==> src/design/clk_pm_pkg.sv <==
package clk_pm_pkg;
   localparam int unsigned PER_N = 4;
   localparam int unsigned WAKE_W = 12;
   localparam int unsigned DIV_W = 5;
   localparam logic [7:0] SRC_SEL_OFS = 8'h00;
   localparam logic [7:0] PLL_CTRL_OFS = 8'h04;
   localparam logic [7:0] DIV_CTRL_OFS = 8'h08;
   localparam logic [7:0] PER_DIV_OFS = 8'h0C;
   localparam logic [7:0] PER_GATE_OFS = 8'h10;
   localparam logic [7:0] OSC_CTRL_OFS = 8'h14;
   localparam logic [7:0] PWR_CTRL_OFS = 8'h18;
   localparam logic [7:0] STATUS_OFS = 8'h1C;
   localparam logic [3:0] IDX_SRC = 4'h0;
   localparam logic [3:0] IDX_PLL = 4'h1;
   localparam logic [3:0] IDX_DIV = 4'h2;
   localparam logic [3:0] IDX_PDIV = 4'h3;
   localparam logic [3:0] IDX_GATE = 4'h4;
   localparam logic [3:0] IDX_OSC = 4'h5;
   localparam logic [3:0] IDX_PWR = 4'h6;
   localparam logic [3:0] IDX_STAT = 4'h7;
   localparam logic [3:0] IDX_NONE = 4'h8;
   localparam int unsigned OSC_EN_BIT = 0;
   localparam int unsigned PWR_SLEEP_BIT = 0;
   localparam int unsigned PWR_DEEP_BIT = 1;
   localparam int unsigned WAKE_POS = 16;
   localparam logic [1:0] OUT_CPU = 2'h0;
   localparam logic [1:0] OUT_OSC = 2'h1;
   localparam logic [1:0] OUT_RTC = 2'h2;
   localparam logic [1:0] OUT_WDT = 2'h3;
   localparam logic [4:0] SRC_SEL_RST = 5'h00;
   localparam logic [10:0] PLL_CTRL_RST = 11'h000;
   localparam logic [12:0] DIV_CTRL_RST = 13'h0000;
   localparam logic [PER_N-1:0] PER_GATE_RST = 4'hF;
   localparam logic [4:0] PLL_DIV_MIN = 5'h02;
   localparam logic [12:0] IRC_STALL_CYC = 13'h0004;
   localparam logic [12:0] OSC_STALL_CYC = 13'h1000;
   localparam int unsigned RTC_TICKS_DEF = 32768;
   localparam int unsigned OSC_STARTUP_DEF = 4096;

   typedef enum logic [1:0] {
      ST_RUN = 2'b00,
      ST_SLEEP = 2'b01,
      ST_DEEP = 2'b10,
      ST_STALL = 2'b11
   } pm_state_type;

   typedef struct packed {
      logic usb_alt;
      logic [1:0] out_sel;
      logic cpu_pll;
      logic ref_osc;
   } src_sel_type;

   typedef struct packed {
      logic [3:0] alt_div;
      logic [3:0] main_div;
      logic alt_en;
      logic main_conn;
      logic main_en;
   } pll_ctrl_type;

   typedef struct packed {
      logic [3:0] out_div;
      logic [3:0] usb_div;
      logic [4:0] cpu_div;
   } div_ctrl_type;

   typedef struct packed {
      logic pulse;
      logic [4:0] cnt;
   } div_step_type;
endpackage : clk_pm_pkg

==> src/design/clock_power_mode_control.sv <==
// Contract
// - Main PLL reference is the RC oscillator or main oscillator, by select.
// - Alternate PLL runs from the main oscillator only.
// - Both PLLs are off and unpowered after reset until software enables.
// - Core clock equals the PLL reference unless main PLL on and connected.
// - PLL output dividers never go below two.
// - USB clock may use the main PLL route when alternate PLL is off.
// - Each generated clock picks its source by select, then divides.
// - Every peripheral has its own divider and a gate removing its clock.
// - After reset the RC oscillator is the source until software changes it.
// - Main oscillator is usable only after the wake-up timer confirms it.
// - RTC oscillator gives a 1 Hz tick and a clock output source.
// - Watchdog clock runs while the watchdog is on; it is a clock output.
// - Sleep stops only the core clock; any enabled interrupt resumes it.
// - In Sleep DMA keeps running; flash and main SRAM are disabled.
// - Deep-sleep stops all clocks except the watchdog clock and the RTC tick, and stops the main oscillator; keeps RC, RTC and flash power.
// - Entering Deep-sleep turns off the PLLs and zeroes all dividers except the PLL output dividers.
// - Deep-sleep ends on any enabled wake source.
// - Deep-sleep wake stalls 4 cycles on RC, 4096 on main oscillator.
`timescale 1ns/1ps
module clock_power_mode_control
#(
   parameter int unsigned RTC_TICKS = clk_pm_pkg::RTC_TICKS_DEF,
   parameter int unsigned OSC_STARTUP = clk_pm_pkg::OSC_STARTUP_DEF
)
(
   input logic clk_i, // System clock
   input logic rst_i, // Synchronous reset
   input logic wb_cyc_i, // Wishbone cycle
   input logic wb_stb_i, // Wishbone strobe
   input logic wb_we_i, // Wishbone write
   input logic [7:0] wb_adr_i, // Byte address
   input logic [3:0] wb_sel_i, // Byte lanes
   input logic [31:0] wb_dat_i, // Write data
   output logic [31:0] wb_dat_o, // Read data
   output logic wb_ack_o, // Acknowledge
   input logic irc_tick_i, // RC oscillator tick
   input logic osc_tick_i, // Main oscillator tick
   input logic main_cco_tick_i, // Main PLL oscillator tick
   input logic alt_cco_tick_i, // Alternate PLL oscillator tick
   input logic rtc_tick_i, // 32 kHz RTC oscillator tick
   input logic wdt_tick_i, // 500 kHz watchdog oscillator tick
   input logic wdt_enabled_i, // Watchdog running
   input logic irq_pending_i, // Enabled interrupt pending
   input logic [clk_pm_pkg::WAKE_W-1:0] wake_src_i, // Wake sources
   output logic cpu_clk_en_o, // Core clock pulse
   output logic [clk_pm_pkg::PER_N-1:0] per_clk_en_o, // Peripheral pulses
   output logic usb_clk_en_o, // USB clock pulse
   output logic clock_output_pin_o, // Clock output pin
   output logic rtc_1hz_o, // RTC 1 Hz tick
   output logic wdt_clk_en_o, // Watchdog clock pulse
   output logic dma_en_o, // DMA may run
   output logic flash_en_o, // Flash available
   output logic sram_en_o, // Main SRAM available
   output logic flash_pwr_o, // Flash powered
   output logic irc_out_en_o, // RC oscillator output on
   output logic irc_pwr_o, // RC oscillator powered
   output logic osc_run_o, // Main oscillator running
   output logic rtc_osc_run_o, // RTC oscillator running
   output logic main_pll_pwr_o, // Main PLL powered
   output logic alt_pll_pwr_o // Alternate PLL powered
);
   import clk_pm_pkg::*;

   function automatic div_step_type div_step(input logic tick,
      input logic [4:0] cnt, input logic [4:0] div);
      div_step_type r;
      r.pulse = 1'b0;
      r.cnt = cnt;
      if (div <= 5'h01)
      begin
         r.pulse = tick;
         r.cnt = 5'h00;
      end
      else if (tick)
      begin
         if (cnt == div - 5'h01)
         begin
            r.pulse = 1'b1;
            r.cnt = 5'h00;
         end
         else
            r.cnt = cnt + 5'h01;
      end
      return r;
   endfunction : div_step

   function automatic logic [4:0] min_two(input logic [3:0] d);
      logic [4:0] w;
      w = {1'b0, d};
      return (w < PLL_DIV_MIN) ? PLL_DIV_MIN : w;
   endfunction : min_two

   function automatic logic [3:0] reg_decode(input logic [7:0] adr);
      logic [3:0] r;
      if (adr == SRC_SEL_OFS) r = IDX_SRC;
      else if (adr == PLL_CTRL_OFS) r = IDX_PLL;
      else if (adr == DIV_CTRL_OFS) r = IDX_DIV;
      else if (adr == PER_DIV_OFS) r = IDX_PDIV;
      else if (adr == PER_GATE_OFS) r = IDX_GATE;
      else if (adr == OSC_CTRL_OFS) r = IDX_OSC;
      else if (adr == PWR_CTRL_OFS) r = IDX_PWR;
      else if (adr == STATUS_OFS) r = IDX_STAT;
      else r = IDX_NONE;
      return r;
   endfunction : reg_decode

   function automatic logic [31:0] merge(input logic [31:0] old,
      input logic [31:0] val, input logic [3:0] sel);
      logic [31:0] r;
      r = old;
      for (int b = 0; b < 4; b++)
      begin
         if (sel[b]) r[8*b +: 8] = val[8*b +: 8];
      end
      return r;
   endfunction : merge

   pm_state_type state_ff, nxt_state;
   src_sel_type src_ff, nxt_src;
   pll_ctrl_type pll_ff, nxt_pll;
   div_ctrl_type div_ff, nxt_div;
   logic [PER_N-1:0][4:0] per_div_ff, nxt_per_div;
   logic [PER_N-1:0] per_gate_ff, nxt_per_gate;
   logic osc_en_ff, nxt_osc_en;
   logic [WAKE_W-1:0] wake_mask_ff, nxt_wake_mask;
   logic ack_ff, nxt_ack;
   logic [31:0] rdata_ff, nxt_rdata;
   logic [12:0] stall_ff, nxt_stall;
   logic osc_used_ff, nxt_osc_used;
   logic osc_ok_ff, nxt_osc_ok;
   logic [12:0] osc_cnt_ff, nxt_osc_cnt;
   logic bus_req, bus_wr, sleep_req, deep_req, enter_deep, stall_done;
   logic [3:0] ridx;
   logic [31:0] rd_val, wval;

   // Register file and Wishbone slave
   always_comb
   begin
      ridx = reg_decode(wb_adr_i);
      bus_req = wb_cyc_i & wb_stb_i & ~ack_ff;
      bus_wr = bus_req & wb_we_i;
      if (ridx == IDX_SRC) rd_val = 32'(src_ff);
      else if (ridx == IDX_PLL) rd_val = 32'(pll_ff);
      else if (ridx == IDX_DIV) rd_val = 32'(div_ff);
      else if (ridx == IDX_PDIV) rd_val = 32'(per_div_ff);
      else if (ridx == IDX_GATE) rd_val = 32'(per_gate_ff);
      else if (ridx == IDX_OSC) rd_val = 32'(osc_en_ff);
      else if (ridx == IDX_PWR) rd_val = 32'(wake_mask_ff) << WAKE_POS;
      else if (ridx == IDX_STAT)
         rd_val = 32'({osc_used_ff, state_ff, pll_ff.alt_en,
                       pll_ff.main_en & pll_ff.main_conn, osc_ok_ff});
      else rd_val = 32'h0000_0000;
      wval = merge(rd_val, wb_dat_i, wb_sel_i);
      sleep_req = bus_wr & (ridx == IDX_PWR) & wval[PWR_SLEEP_BIT];
      deep_req = bus_wr & (ridx == IDX_PWR) & wval[PWR_DEEP_BIT];
      enter_deep = deep_req & (state_ff == ST_RUN);
      nxt_ack = bus_req;
      nxt_rdata = (bus_req & ~wb_we_i) ? rd_val : 32'h0000_0000;
      nxt_src = src_ff;
      nxt_pll = pll_ff;
      nxt_div = div_ff;
      nxt_per_div = per_div_ff;
      nxt_per_gate = per_gate_ff;
      nxt_osc_en = osc_en_ff;
      nxt_wake_mask = wake_mask_ff;
      if (bus_wr)
      begin
         if (ridx == IDX_SRC) nxt_src = src_sel_type'(wval[4:0]);
         else if (ridx == IDX_PLL) nxt_pll = pll_ctrl_type'(wval[10:0]);
         else if (ridx == IDX_DIV) nxt_div = div_ctrl_type'(wval[12:0]);
         else if (ridx == IDX_PDIV) nxt_per_div = wval[19:0];
         else if (ridx == IDX_GATE) nxt_per_gate = wval[PER_N-1:0];
         else if (ridx == IDX_OSC) nxt_osc_en = wval[OSC_EN_BIT];
         else if (ridx == IDX_PWR)
            nxt_wake_mask = wval[WAKE_POS +: WAKE_W];
      end
      if (enter_deep)
      begin
         nxt_pll.main_en = 1'b0;
         nxt_pll.main_conn = 1'b0;
         nxt_pll.alt_en = 1'b0;
         nxt_div = DIV_CTRL_RST;
         nxt_per_div = '0;
      end
   end

   always_ff @(posedge clk_i)
   begin
      if (rst_i)
      begin
         src_ff <= SRC_SEL_RST;
         pll_ff <= PLL_CTRL_RST;
         div_ff <= DIV_CTRL_RST;
         per_div_ff <= '0;
         per_gate_ff <= PER_GATE_RST;
         osc_en_ff <= 1'b0;
         wake_mask_ff <= '0;
         ack_ff <= 1'b0;
         rdata_ff <= 32'h0000_0000;
      end
      else
      begin
         src_ff <= nxt_src;
         pll_ff <= nxt_pll;
         div_ff <= nxt_div;
         per_div_ff <= nxt_per_div;
         per_gate_ff <= nxt_per_gate;
         osc_en_ff <= nxt_osc_en;
         wake_mask_ff <= nxt_wake_mask;
         ack_ff <= nxt_ack;
         rdata_ff <= nxt_rdata;
      end
   end

   // Power mode sequencing and oscillator qualification
   always_comb
   begin
      nxt_state = state_ff;
      nxt_stall = stall_ff;
      nxt_osc_used = osc_used_ff;
      stall_done = (stall_ff == ((osc_used_ff ? OSC_STALL_CYC
                                              : IRC_STALL_CYC) - 13'h0001));
      case (state_ff)
         ST_RUN:
         begin
            if (enter_deep)
            begin
               nxt_state = ST_DEEP;
               nxt_osc_used = src_ff.ref_osc;
            end
            else if (sleep_req)
               nxt_state = ST_SLEEP;
         end
         ST_SLEEP:
         begin
            if (irq_pending_i) nxt_state = ST_RUN;
         end
         ST_DEEP:
         begin
            if (|(wake_src_i & wake_mask_ff))
            begin
               nxt_state = ST_STALL;
               nxt_stall = 13'h0000;
            end
         end
         default:
         begin
            if (stall_done) nxt_state = ST_RUN;
            else nxt_stall = stall_ff + 13'h0001;
         end
      endcase
      nxt_osc_ok = osc_ok_ff;
      nxt_osc_cnt = osc_cnt_ff;
      if (~osc_en_ff | (state_ff == ST_DEEP))
      begin
         nxt_osc_ok = 1'b0;
         nxt_osc_cnt = 13'h0000;
      end
      else if ((state_ff == ST_STALL) & osc_used_ff & stall_done)
         nxt_osc_ok = 1'b1;
      else if (~osc_ok_ff & osc_tick_i)
      begin
         if (osc_cnt_ff == 13'(OSC_STARTUP - 1)) nxt_osc_ok = 1'b1;
         else nxt_osc_cnt = osc_cnt_ff + 13'h0001;
      end
   end

   always_ff @(posedge clk_i)
   begin
      if (rst_i)
      begin
         state_ff <= ST_RUN;
         stall_ff <= 13'h0000;
         osc_used_ff <= 1'b0;
         osc_ok_ff <= 1'b0;
         osc_cnt_ff <= 13'h0000;
      end
      else
      begin
         state_ff <= nxt_state;
         stall_ff <= nxt_stall;
         osc_used_ff <= nxt_osc_used;
         osc_ok_ff <= nxt_osc_ok;
         osc_cnt_ff <= nxt_osc_cnt;
      end
   end

   // Clock tree: sources, dividers (core and peripheral settings boundary-loaded), gates
   logic clocks_on, ref_tick, src_tick, out_tick, usb_tick;
   div_step_type mpll, apll, cpu, usb, cko;
   div_step_type [PER_N-1:0] per;
   logic [4:0] mcnt_ff, nxt_mcnt, acnt_ff, nxt_acnt, ccnt_ff, nxt_ccnt;
   logic [4:0] ucnt_ff, nxt_ucnt, ocnt_ff, nxt_ocnt;
   logic [4:0] cdiv_ff, nxt_cdiv;
   logic cpu_pll_ff, nxt_cpu_pll;
   logic [PER_N-1:0][4:0] pcnt_ff, nxt_pcnt, pdiv_ff, nxt_pdiv;
   logic [15:0] rtc_cnt_ff, nxt_rtc_cnt;
   logic cpu_en_ff, nxt_cpu_en, usb_en_ff, nxt_usb_en, clock_output_pin_ff;
   logic nxt_clock_output_pin, rtc_1hz_ff, nxt_rtc_1hz, wdt_en_ff, nxt_wdt_en;
   logic [PER_N-1:0] per_en_ff, nxt_per_en;
   logic [9:0] pwr_ff, nxt_pwr;

   always_comb
   begin
      clocks_on = (state_ff == ST_RUN) | (state_ff == ST_SLEEP);
      ref_tick = clocks_on & (src_ff.ref_osc ? (osc_tick_i & osc_ok_ff)
                                             : irc_tick_i);
      mpll = div_step(clocks_on & pll_ff.main_en & main_cco_tick_i,
                      mcnt_ff, min_two(pll_ff.main_div));
      apll = div_step(clocks_on & pll_ff.alt_en & osc_ok_ff
                      & alt_cco_tick_i, acnt_ff,
                      min_two(pll_ff.alt_div));
      src_tick = cpu_pll_ff ? mpll.pulse : ref_tick;
      cpu = div_step(src_tick, ccnt_ff, cdiv_ff);
      nxt_cpu_pll = cpu_pll_ff;
      nxt_cdiv = cdiv_ff;
      nxt_ccnt = cpu.cnt;
      if (~(pll_ff.main_en & pll_ff.main_conn))
      begin
         nxt_cpu_pll = 1'b0;
         if (cpu_pll_ff) nxt_ccnt = 5'h00;
      end
      if (nxt_ccnt == 5'h00)
      begin
         nxt_cpu_pll = pll_ff.main_en & pll_ff.main_conn
                       & src_ff.cpu_pll;
         nxt_cdiv = div_ff.cpu_div;
      end
      for (int i = 0; i < PER_N; i++)
      begin
         per[i] = div_step(src_tick & per_gate_ff[i], pcnt_ff[i],
                           pdiv_ff[i]);
         nxt_pcnt[i] = per[i].cnt;
         nxt_pdiv[i] = (per[i].cnt == 5'h00) ? per_div_ff[i]
                                             : pdiv_ff[i];
         nxt_per_en[i] = per[i].pulse & per_gate_ff[i];
      end
      usb_tick = (src_ff.usb_alt & pll_ff.alt_en) ? apll.pulse
                                                  : mpll.pulse;
      usb = div_step(usb_tick, ucnt_ff, {1'b0, div_ff.usb_div});
      case (src_ff.out_sel)
         OUT_CPU: out_tick = cpu.pulse;
         OUT_OSC: out_tick = clocks_on & osc_tick_i & osc_ok_ff;
         OUT_RTC: out_tick = rtc_tick_i;
         default: out_tick = wdt_tick_i & wdt_enabled_i;
      endcase
      cko = div_step(out_tick & clocks_on, ocnt_ff,
                     {1'b0, div_ff.out_div});
      nxt_clock_output_pin = clock_output_pin_ff ^ cko.pulse;
      nxt_rtc_1hz = 1'b0;
      nxt_rtc_cnt = rtc_cnt_ff;
      if (rtc_tick_i)
      begin
         if (rtc_cnt_ff == 16'(RTC_TICKS - 1))
         begin
            nxt_rtc_1hz = 1'b1;
            nxt_rtc_cnt = 16'h0000;
         end
         else
            nxt_rtc_cnt = rtc_cnt_ff + 16'h0001;
      end
      nxt_mcnt = mpll.cnt;
      nxt_acnt = apll.cnt;
      nxt_ucnt = usb.cnt;
      nxt_ocnt = cko.cnt;
      if (~clocks_on)
      begin
         nxt_mcnt = 5'h00;
         nxt_acnt = 5'h00;
         nxt_ccnt = 5'h00;
         nxt_ucnt = 5'h00;
         nxt_ocnt = 5'h00;
         nxt_pcnt = '0;
      end
      nxt_cpu_en = cpu.pulse & (state_ff == ST_RUN);
      nxt_usb_en = usb.pulse;
      nxt_wdt_en = wdt_tick_i & wdt_enabled_i;
      // dma, flash, sram, flash power, irc out, irc power, osc, rtc, plls
      nxt_pwr = {clocks_on, state_ff == ST_RUN, state_ff == ST_RUN, 1'b1,
                 state_ff != ST_DEEP, 1'b1,
                 osc_en_ff & (state_ff != ST_DEEP), 1'b1,
                 pll_ff.main_en, pll_ff.alt_en};
   end

   always_ff @(posedge clk_i)
   begin
      if (rst_i)
      begin
         mcnt_ff <= 5'h00;
         acnt_ff <= 5'h00;
         ccnt_ff <= 5'h00;
         ucnt_ff <= 5'h00;
         ocnt_ff <= 5'h00;
         cdiv_ff <= 5'h00;
         cpu_pll_ff <= 1'b0;
         pcnt_ff <= '0;
         pdiv_ff <= '0;
         rtc_cnt_ff <= 16'h0000;
         cpu_en_ff <= 1'b0;
         per_en_ff <= '0;
         usb_en_ff <= 1'b0;
         clock_output_pin_ff <= 1'b0;
         rtc_1hz_ff <= 1'b0;
         wdt_en_ff <= 1'b0;
         pwr_ff <= 10'h000;
      end
      else
      begin
         mcnt_ff <= nxt_mcnt;
         acnt_ff <= nxt_acnt;
         ccnt_ff <= nxt_ccnt;
         ucnt_ff <= nxt_ucnt;
         ocnt_ff <= nxt_ocnt;
         cdiv_ff <= nxt_cdiv;
         cpu_pll_ff <= nxt_cpu_pll;
         pcnt_ff <= nxt_pcnt;
         pdiv_ff <= nxt_pdiv;
         rtc_cnt_ff <= nxt_rtc_cnt;
         cpu_en_ff <= nxt_cpu_en;
         per_en_ff <= nxt_per_en;
         usb_en_ff <= nxt_usb_en;
         clock_output_pin_ff <= nxt_clock_output_pin;
         rtc_1hz_ff <= nxt_rtc_1hz;
         wdt_en_ff <= nxt_wdt_en;
         pwr_ff <= nxt_pwr;
      end
   end

   assign wb_ack_o = ack_ff;
   assign wb_dat_o = rdata_ff;
   assign cpu_clk_en_o = cpu_en_ff;
   assign per_clk_en_o = per_en_ff;
   assign usb_clk_en_o = usb_en_ff;
   assign clock_output_pin_o = clock_output_pin_ff;
   assign rtc_1hz_o = rtc_1hz_ff;
   assign wdt_clk_en_o = wdt_en_ff;
   assign {dma_en_o, flash_en_o, sram_en_o, flash_pwr_o, irc_out_en_o,
           irc_pwr_o, osc_run_o, rtc_osc_run_o, main_pll_pwr_o,
           alt_pll_pwr_o} = pwr_ff;

   // Checks
   logic [12:0] stall_len_ff;
   always_ff @(posedge clk_i)
   begin
      if (rst_i) stall_len_ff <= 13'h0000;
      else if (state_ff == ST_STALL) stall_len_ff <= stall_len_ff + 13'h0001;
      else stall_len_ff <= 13'h0000;
   end
endmodule : clock_power_mode_control

==> config.mk <==
export PLATFORM = sky130hd
export DESIGN_NAME = clock_power_mode_control
export DESIGN_NICKNAME = d
export VERILOG_FILES = /design/src/design/clk_pm_pkg.sv /design/src/design/clock_power_mode_control.sv
export SDC_FILE = /design/constraint.sdc
export NUM_CORES = 1
export LEC_CHECK = 0
export BUFFER_PORTS_ARGS = -buffer_cell sky130_fd_sc_hd__buf_2
export CAP_MARGIN = 30
export CORE_ASPECT_RATIO = 2
export CORE_UTILIZATION = 50
export CTS_BUF_LIST = sky130_fd_sc_hd__clkbuf_16
export CTS_CLUSTER_SIZE = 28
export DETAILED_ROUTE_END_ITERATION = 16
export GPL_TIMING_DRIVEN = 0
export PLACE_DENSITY = 0.69
export SYNTH_ARGS = -nofsm -noshare
export SYNTH_HDL_FRONTEND = slang
export SYNTH_SLANG_ARGS = --single-unit
==> constraint.sdc <==
create_clock -name clk_i -period 4.15 [get_ports clk_i]
set_input_delay 0.83 -clock clk_i [delete_from_list [all_inputs] [get_ports clk_i]]
set_output_delay 0.83 -clock clk_i [all_outputs]
set_load 0.02 [all_outputs]
==> flow_summary.yaml, run 1 <==
floorplan:
  ios: 121
  die_width_um: 109
  core_um2: 22600
  row_count: 78
  fp.dieH_um: 217
  start_util: 0.510
  die_area_um2: 23800
grt:
  antenna_found_initial: 0
  grt_usage: 0.287
  grt_pass1_vias: 10400
  grt_max_degree: 16
  grt_pass1_wl_um: 52900
  overflow: 0
synthesis:
  netlist_instances: 1369
  synthArstFlopShare: 0
  synth_xor_area_frac: 0.0789
  yosys_register_bits: 228
  syn_avg_cell_area_um2: 8.44
  yosysWarningCount: 0
  synth_top_family_by_area: "simple AND/OR/NAND/NOR gates"
  ys_types: 88
  yosys-mux-area-fraction: 0.0552
  synth_edf_count: 0
  synthAdderAreaFrac: 0.0368
  netlist_area_um2: 11600
  seq_area_frac_synth: 0.395
  synthSimpleGateAreaFrac: 0.240
  synth_compound_area_frac: 0.155
  synth_top_flop_cell: "dfxtp_1"
finish:
  final_common_cell: "dfxtp_1"
  drive_gt1_frac: 0.135
  fillers: 2163
  areaGrowthSynthToFinish_pct: 14.3
  layout.nets: 1613
  layout_common_cells: "228 x dfxtp_1, 184 x nor2_1, 168 x nand2_1, 121 x buf_2, 69 x a21oi_1"
  final-instance-count-excl-fill: 1806
  antenna_cells: 0
placed_design:
  port_buffers: 110
  dp_cells: 1766
  gp_congestion: 0.960
  dp_hpwl_um: 25500
drt:
  dr_total_vias: 10600
  drc: 0
  routed_wl_um: 33400
  wire_per_inst_um: 18.5
  via_per_inst: 5.87
  ant_nets: 0
  first_iter_violations: 719
  drt_first_pass_iters: 8
setup_path:
  crit_arrival_ns: 4.30
  end_kind: "flop"
  cp_max_fo: 10
  critPathLaunchType: "flop"
  critical_path_class: "flop to flop"
  required_ns: 4.62
clock_tree:
  clock_sinks: 228
  cts_root_buf: "clkbuf_16"
  cts_buffers: 22
  h-tree-depth: 1
  cts.clk_slew.worst_paths_ns: 0.07
  clockBufferDepth: 3
  cts_tree: "done"
  cts_hold_buf: 0
  clkLatencyLatePin_ns: 0.54
power_and_ir_drop:
  vdd_drop_max_v: 0.000376
  p_total_uw: 4930
  power_leakage_uw: 0.00517
  power.density_nw_per_um2: 373
sta:
  setup_viol_count_final: 0
  relSlewSlack: 0.373
  tightest_slew_ns: 0.931
  fmax_ghz: 0.261
  finalHoldViolCount: 0
  min_period_ns: 3.83
  tns_ns: 0
  final_max_slew_viol_count: 0
  fin_crit_sh: 0.923
  grt_setup_unrepaired: "no"
  hold_slack_ns: 0.470
  fin_skew_ns: 0.0237
min_path:
  hp-class: "flop to flop"
job:
  maxCapViolCount: 0
run_status:
  status: "complete, no violations"
## cell usage after synthesis (12+ instances only)
library cell | count | area share
and2_1 | 19 | 0.010
inv_1 | 37 | 0.012
a21oi_1 | 69 | 0.030
a211oi_1 | 34 | 0.022
a22oi_1 | 12 | 0.0078
nor2_1 | 184 | 0.060
xor2_1 | 59 | 0.045
ha_1 | 34 | 0.037
nand2_1 | 168 | 0.055
nor2b_1 | 17 | 0.0092
and3_1 | 20 | 0.011
o21ai_0 | 49 | 0.021
dfxtp_1 | 228 | 0.40
nand3_1 | 55 | 0.024
nand4_1 | 24 | 0.013
nor3_1 | 34 | 0.015
or3_1 | 12 | 0.0065
clkbuf_1 | 33 | 0.011
mux2i_1 | 57 | 0.049
xnor2_1 | 45 | 0.034
## metrics by stage
stage	instance area, µm²	setup slack (ns)	util
2_1_floorplan	11600	1.00	-
3_3_place_gp	12500	-0.0788	0.550
3_5_place_dp	12500	-0.0313	0.552
4_1_cts	13200	0.124	0.583
5_1_grt	13200	0.0557	0.583
6_report	13200	0.319	0.583
## report_power, final
| part | leakage (µW) | switching [µW] | internal, µW |
|---|---|---|---|
| clock network | 0.000346 | 919 | 1100 |
| registers | 0.00184 | 28.5 | 2220 |
| logic | 0.00299 | 448 | 215 |
## final cells by class
class | instances | area, µm² | share of cell area
sequential | 228 | 4560 | 0.346
multi-input combinational | 1047 | 6560 | 0.497
timing repair buffer | 114 | 578 | 0.0438
buffer | 59 | 305 | 0.0231
clock buffer | 22 | 551 | 0.0417
clock inverter | 18 | 151 | 0.0115
tap | 280 | 350 | 0.0265
inverter | 38 | 143 | 0.0108
## flip-flops by register name, summed over array words and instances, names as in the netlist, 7 cells and up
signal        count
rtc_cnt_ff       16
pll_ff            9
pwr_ff            7
osc_cnt_ff       13
pdiv_ff          20
per_div_ff       20
stall_ff         13
wb_dat_o         28
div_ff           13
wake_mask_ff     12
pcnt_ff          20
## cells by family after synthesis
family / Yosys count
buffers and inverters: 97
other: 1
adder cells (fa/ha/maj): 34
XOR/XNOR: 104
AND/OR/NAND/NOR: 588
multiplexers: 62
flip-flops: 228
AO/OA/AOI/OAI: 255
## path summary, 6_finish.rpt
check                               start                            to  slack [ns]  depth (start not counted)
max                pll_ff[5]$_SDFFE_PP0P_      pdiv_ff[12]$_SDFFE_PP0N_        0.32                         14
min          wake_mask_ff[6]$_SDFFE_PP0P_  wake_mask_ff[6]$_SDFFE_PP0P_        0.47                          2
max reg2reg        pll_ff[5]$_SDFFE_PP0P_      pdiv_ff[12]$_SDFFE_PP0N_        0.32                         14
min reg2reg  wake_mask_ff[6]$_SDFFE_PP0P_  wake_mask_ff[6]$_SDFFE_PP0P_        0.47                          2
## repair_timing
item / 4_1_cts / 5_1_grt
setup buffers: 0 / 0
gates resized for setup: 0 / 2
endpoints found under the setup margin: 0 / 5
## layer usage
layer | wire length, µm | up-vias | global-route usage
met5 | 0 | - | 0
met4 | 1800 | 0 | 0.165
met3 | 2010 | 111 | 0.0437
met2 | 17600 | 414 | 0.527
met1 | 12000 | 5004 | 0.300
li1 | - | 5074 | -
## worst max-delay path, stage by stage (launching register included)
cell and delay [ns]:
dfxtp_1 0.42, or2_1 0.26, o21ai_0 0.29, ha_1 0.26
nor2b_1 0.07, or4_4 0.48, o211ai_2 0.12, o2111ai_2 0.27
a21boi_2 0.35, buf_2 0.26, a21boi_0 0.10, o21ai_0 0.26
and4_1 0.24, buf_2 0.19, mux2i_1 0.19
Note: power is estimated with default switching activity, not from simulation.
==> inputs of run 2 (changes only) <==
- BUFFER_PORTS_ARGS: -buffer_cell sky130_fd_sc_hd__buf_2 -> default
- DONT_BUFFER_PORTS: default -> 1
- PLACE_DENSITY: 0.69 -> default
==> run 2 against run 1 <==
  * Global-route usage about the same
  * Sequential share of layout area grew 1.7 points
  * Maximum frequency rose by 0.91%
  * Register-to-register slack gained 0.03 ns
  * Cell area is 4.7% lower
  * Die area unchanged
  * Combinational power shrank 14%
  * Total power down 4.3%
  * Via count is 5.9% lower
  * Non-clock buffer count shrank 110
  * Largest cell class unchanged
  * Largest power group unchanged
==> flow_summary.yaml, run 2 (synthesis results as in run 1) <==
setup_path:
  path_delay_family: "compound AO/OA/AOI/OAI gates"
  crit_path_cell_trace: "or2_1, o21ai_0, ha_1, nor2b_1, or4_4, o211ai_2, o211a_1, buf_6, o2111ai_1, a21oi_1, o21ai_0, xor2_1, nor2_1"
  crit_arrival_ns: 4.18
  required_ns: 4.53
  rr_startpoint: "pll_ff[5]$_SDFFE_PP0P_"
  timing.rr.end: "clock_output_pin_o$_SDFF_PP0_"
  ff2ff_path_depth: 13
  cp_max_fo: 9
  critPathLaunchType: "flop"
  cp-startpoint: "pll_ff[5]$_SDFFE_PP0P_"
  critical_path_class: "flop to flop"
  critPathMaxStageDelay_ns: 0.67
  cp_common_cell: "o21ai_0"
  reg2reg_slack_ns: 0.35
  worst_path_max_delay_cell: "a21oi_1"
  end_kind: "flop"
  cp_num_buf_inv: 1
finish:
  layout_common_cells: "228 x dfxtp_1, 184 x nor2_1, 168 x nand2_1, 69 x a21oi_1, 59 x xor2_1"
  areaGrowthSynthToFinish_pct: 8.97
  drive_gt1_frac: 0.0651
  final_common_cell: "dfxtp_1"
  fillers: 2168
  largest_reg_flops: 28
  layout.nets: 1503
sta:
  grt_setup_unrepaired: "no"
  relSlewSlack: 0.366
  final_max_slew_viol_count: 0
  tns_ns: 0
  fmax_ghz: 0.263
  min_period_ns: 3.80
  fin_crit_sh: 0.915
  finalHoldViolCount: 0
  tightest_slew_ns: 0.952
  setup_viol_count_final: 0
  fin_skew_ns: 0.0127
power_and_ir_drop:
  power_leakage_uw: 0.00466
  seqPwrFrac: 0.483
  power.density_nw_per_um2: 375
  pwr-share-clk: 0.395
  swShare: 0.280
  p_total_uw: 4720
  internal_power_uw: 3400
  vdd_drop_max_v: 0.000367
  power_switching_uw: 1320
  p_comb_frac: 0.121
drt:
  wire_per_inst_um: 19.8
  via_per_inst: 5.89
  ant_nets: 0
  first_iter_violations: 712
  drt_first_pass_iters: 5
  dr_total_vias: 9979
  drc: 0
  routed_wl_um: 33500
floorplan:
  ios: 121
  core_um2: 22600
  row_count: 78
  start_util: 0.510
  die_width_um: 109
  fp.dieH_um: 217
  die_area_um2: 23800
min_path:
  min_to: "wb_ack_o$_SDFF_PP0_"
  hp-start: "rst_i"
  hold_path_depth: 1
  hp-class: "input port to flop"
clock_tree:
  h-tree-depth: 1
  cts.clk_slew.worst_paths_ns: 0.07
  clkLatencyLatePin_ns: 0.52
  clockBufferDepth: 3
  postCtsSetupBuffers: 0
  clock_sinks: 228
  cts_root_buf: "clkbuf_16"
  cts_tree: "done"
  cts_buffers: 22
placed_design:
  dp_hpwl_um: 25700
  port_buffers: 0
  gp_congestion: 0.929
grt:
  overflow: 0
  grt_pass1_wl_um: 52000
  antenna_found_initial: 2
  grt_pass1_vias: 9717
  grt_usage: 0.287
  grt_max_degree: 15
run_status:
  status: "complete, no violations"
job:
  maxCapViolCount: 0
## run 2: cell count changes in the layout (fill, tap and decap cells not counted)
cell | before | now
buf_2 | 121 | 11
diode_2 | 0 | 1
clkinv_1 | 5 | 6
clkbuf_16 | 22 | 23
clkinvlp_4 | 4 | 0
clkinv_2 | 3 | 5
clkinv_8 | 1 | 0
bufinv_16 | 2 | 0
## run 2: metal layers
metal  track usage  routed length [µm]
met5             0                  10
met4         0.144                1610
met3        0.0413                1660
met2         0.529               17600
met1         0.307               12600
## run 2: area by class of cell
type / instances / area, µm² / share of cell area
repair buffers: 4 / 27.5 / 0.00219
flip-flops and latches: 228 / 4560 / 0.363
inverters: 38 / 143 / 0.0113
clock buffers: 23 / 576 / 0.0457
multi-input cells: 1047 / 6560 / 0.521
clock inverters: 14 / 58.8 / 0.00467
plain buffers: 59 / 305 / 0.0243
well taps: 280 / 350 / 0.0278
diodes: 1 / 2.50 / 0.000199
## run 2: power by group through the flow
stage / clock network, µW / logic, µW / registers (µW)
2_1_floorplan: 0 / 400 / 2320
3_3_place_gp: 0 / 567 / 2330
3_5_place_dp: 0 / 570 / 2330
4_1_cts: 1900 / 573 / 2280
5_1_grt: 1990 / 631 / 2280
6_report: 1860 / 572 / 2280
## run 2: repair_timing
action                                  in CTS  in global routing
hold buffers                                 0                  0
endpoints found under the hold margin        0                  0
endpoints found under the setup margin       0                  5
gates resized for setup                      0                  2
## run 2: per-stage QoR
step / std cells / utilization / area [µm²] / hold WS (ns) / worst slack [ns]
global route: 1694 / 0.556 / 12600 / 0.381 / 0.122
CTS: 1693 / 0.555 / 12600 / 0.372 / 0.108
global placement: 1652 / 0.526 / 11900 / 0.446 / 0.126
detailed placement: 1656 / 0.527 / 11900 / 0.461 / 0.132
floorplan: 1372 / - / 11600 / 0.436 / 1.00
finish: 1694 / 0.556 / 12600 / 0.388 / 0.354
## run 2: worst reg2reg max path, cell delays in order (launching register included)
cell and delay [ns]:
dfxtp_1 0.42, or2_1 0.27, o21ai_0 0.27, ha_1 0.26
nor2b_1 0.07, or4_4 0.48, o211ai_2 0.11, o211a_1 0.21
buf_6 0.15, o2111ai_1 0.24, a21oi_1 0.67, o21ai_0 0.27
xor2_1 0.19, nor2_1 0.05
## run 2: how the worst max path moves through the flow
stage,endpoint,slack [ns],depth (start not counted)
2_1_floorplan,pdiv_ff[5]$_SDFFE_PP0N_,1.00,13
3_3_place_gp,div_ff[9]$_SDFFE_PP0P_,0.13,10
3_5_place_dp,pdiv_ff[14]$_SDFFE_PP0N_,0.13,14
4_1_cts,pdiv_ff[10]$_SDFFE_PP0N_,0.11,14
5_1_grt,pdiv_ff[11]$_SDFFE_PP0N_,0.12,14
6_report,clock_output_pin_o$_SDFF_PP0_,0.35,13
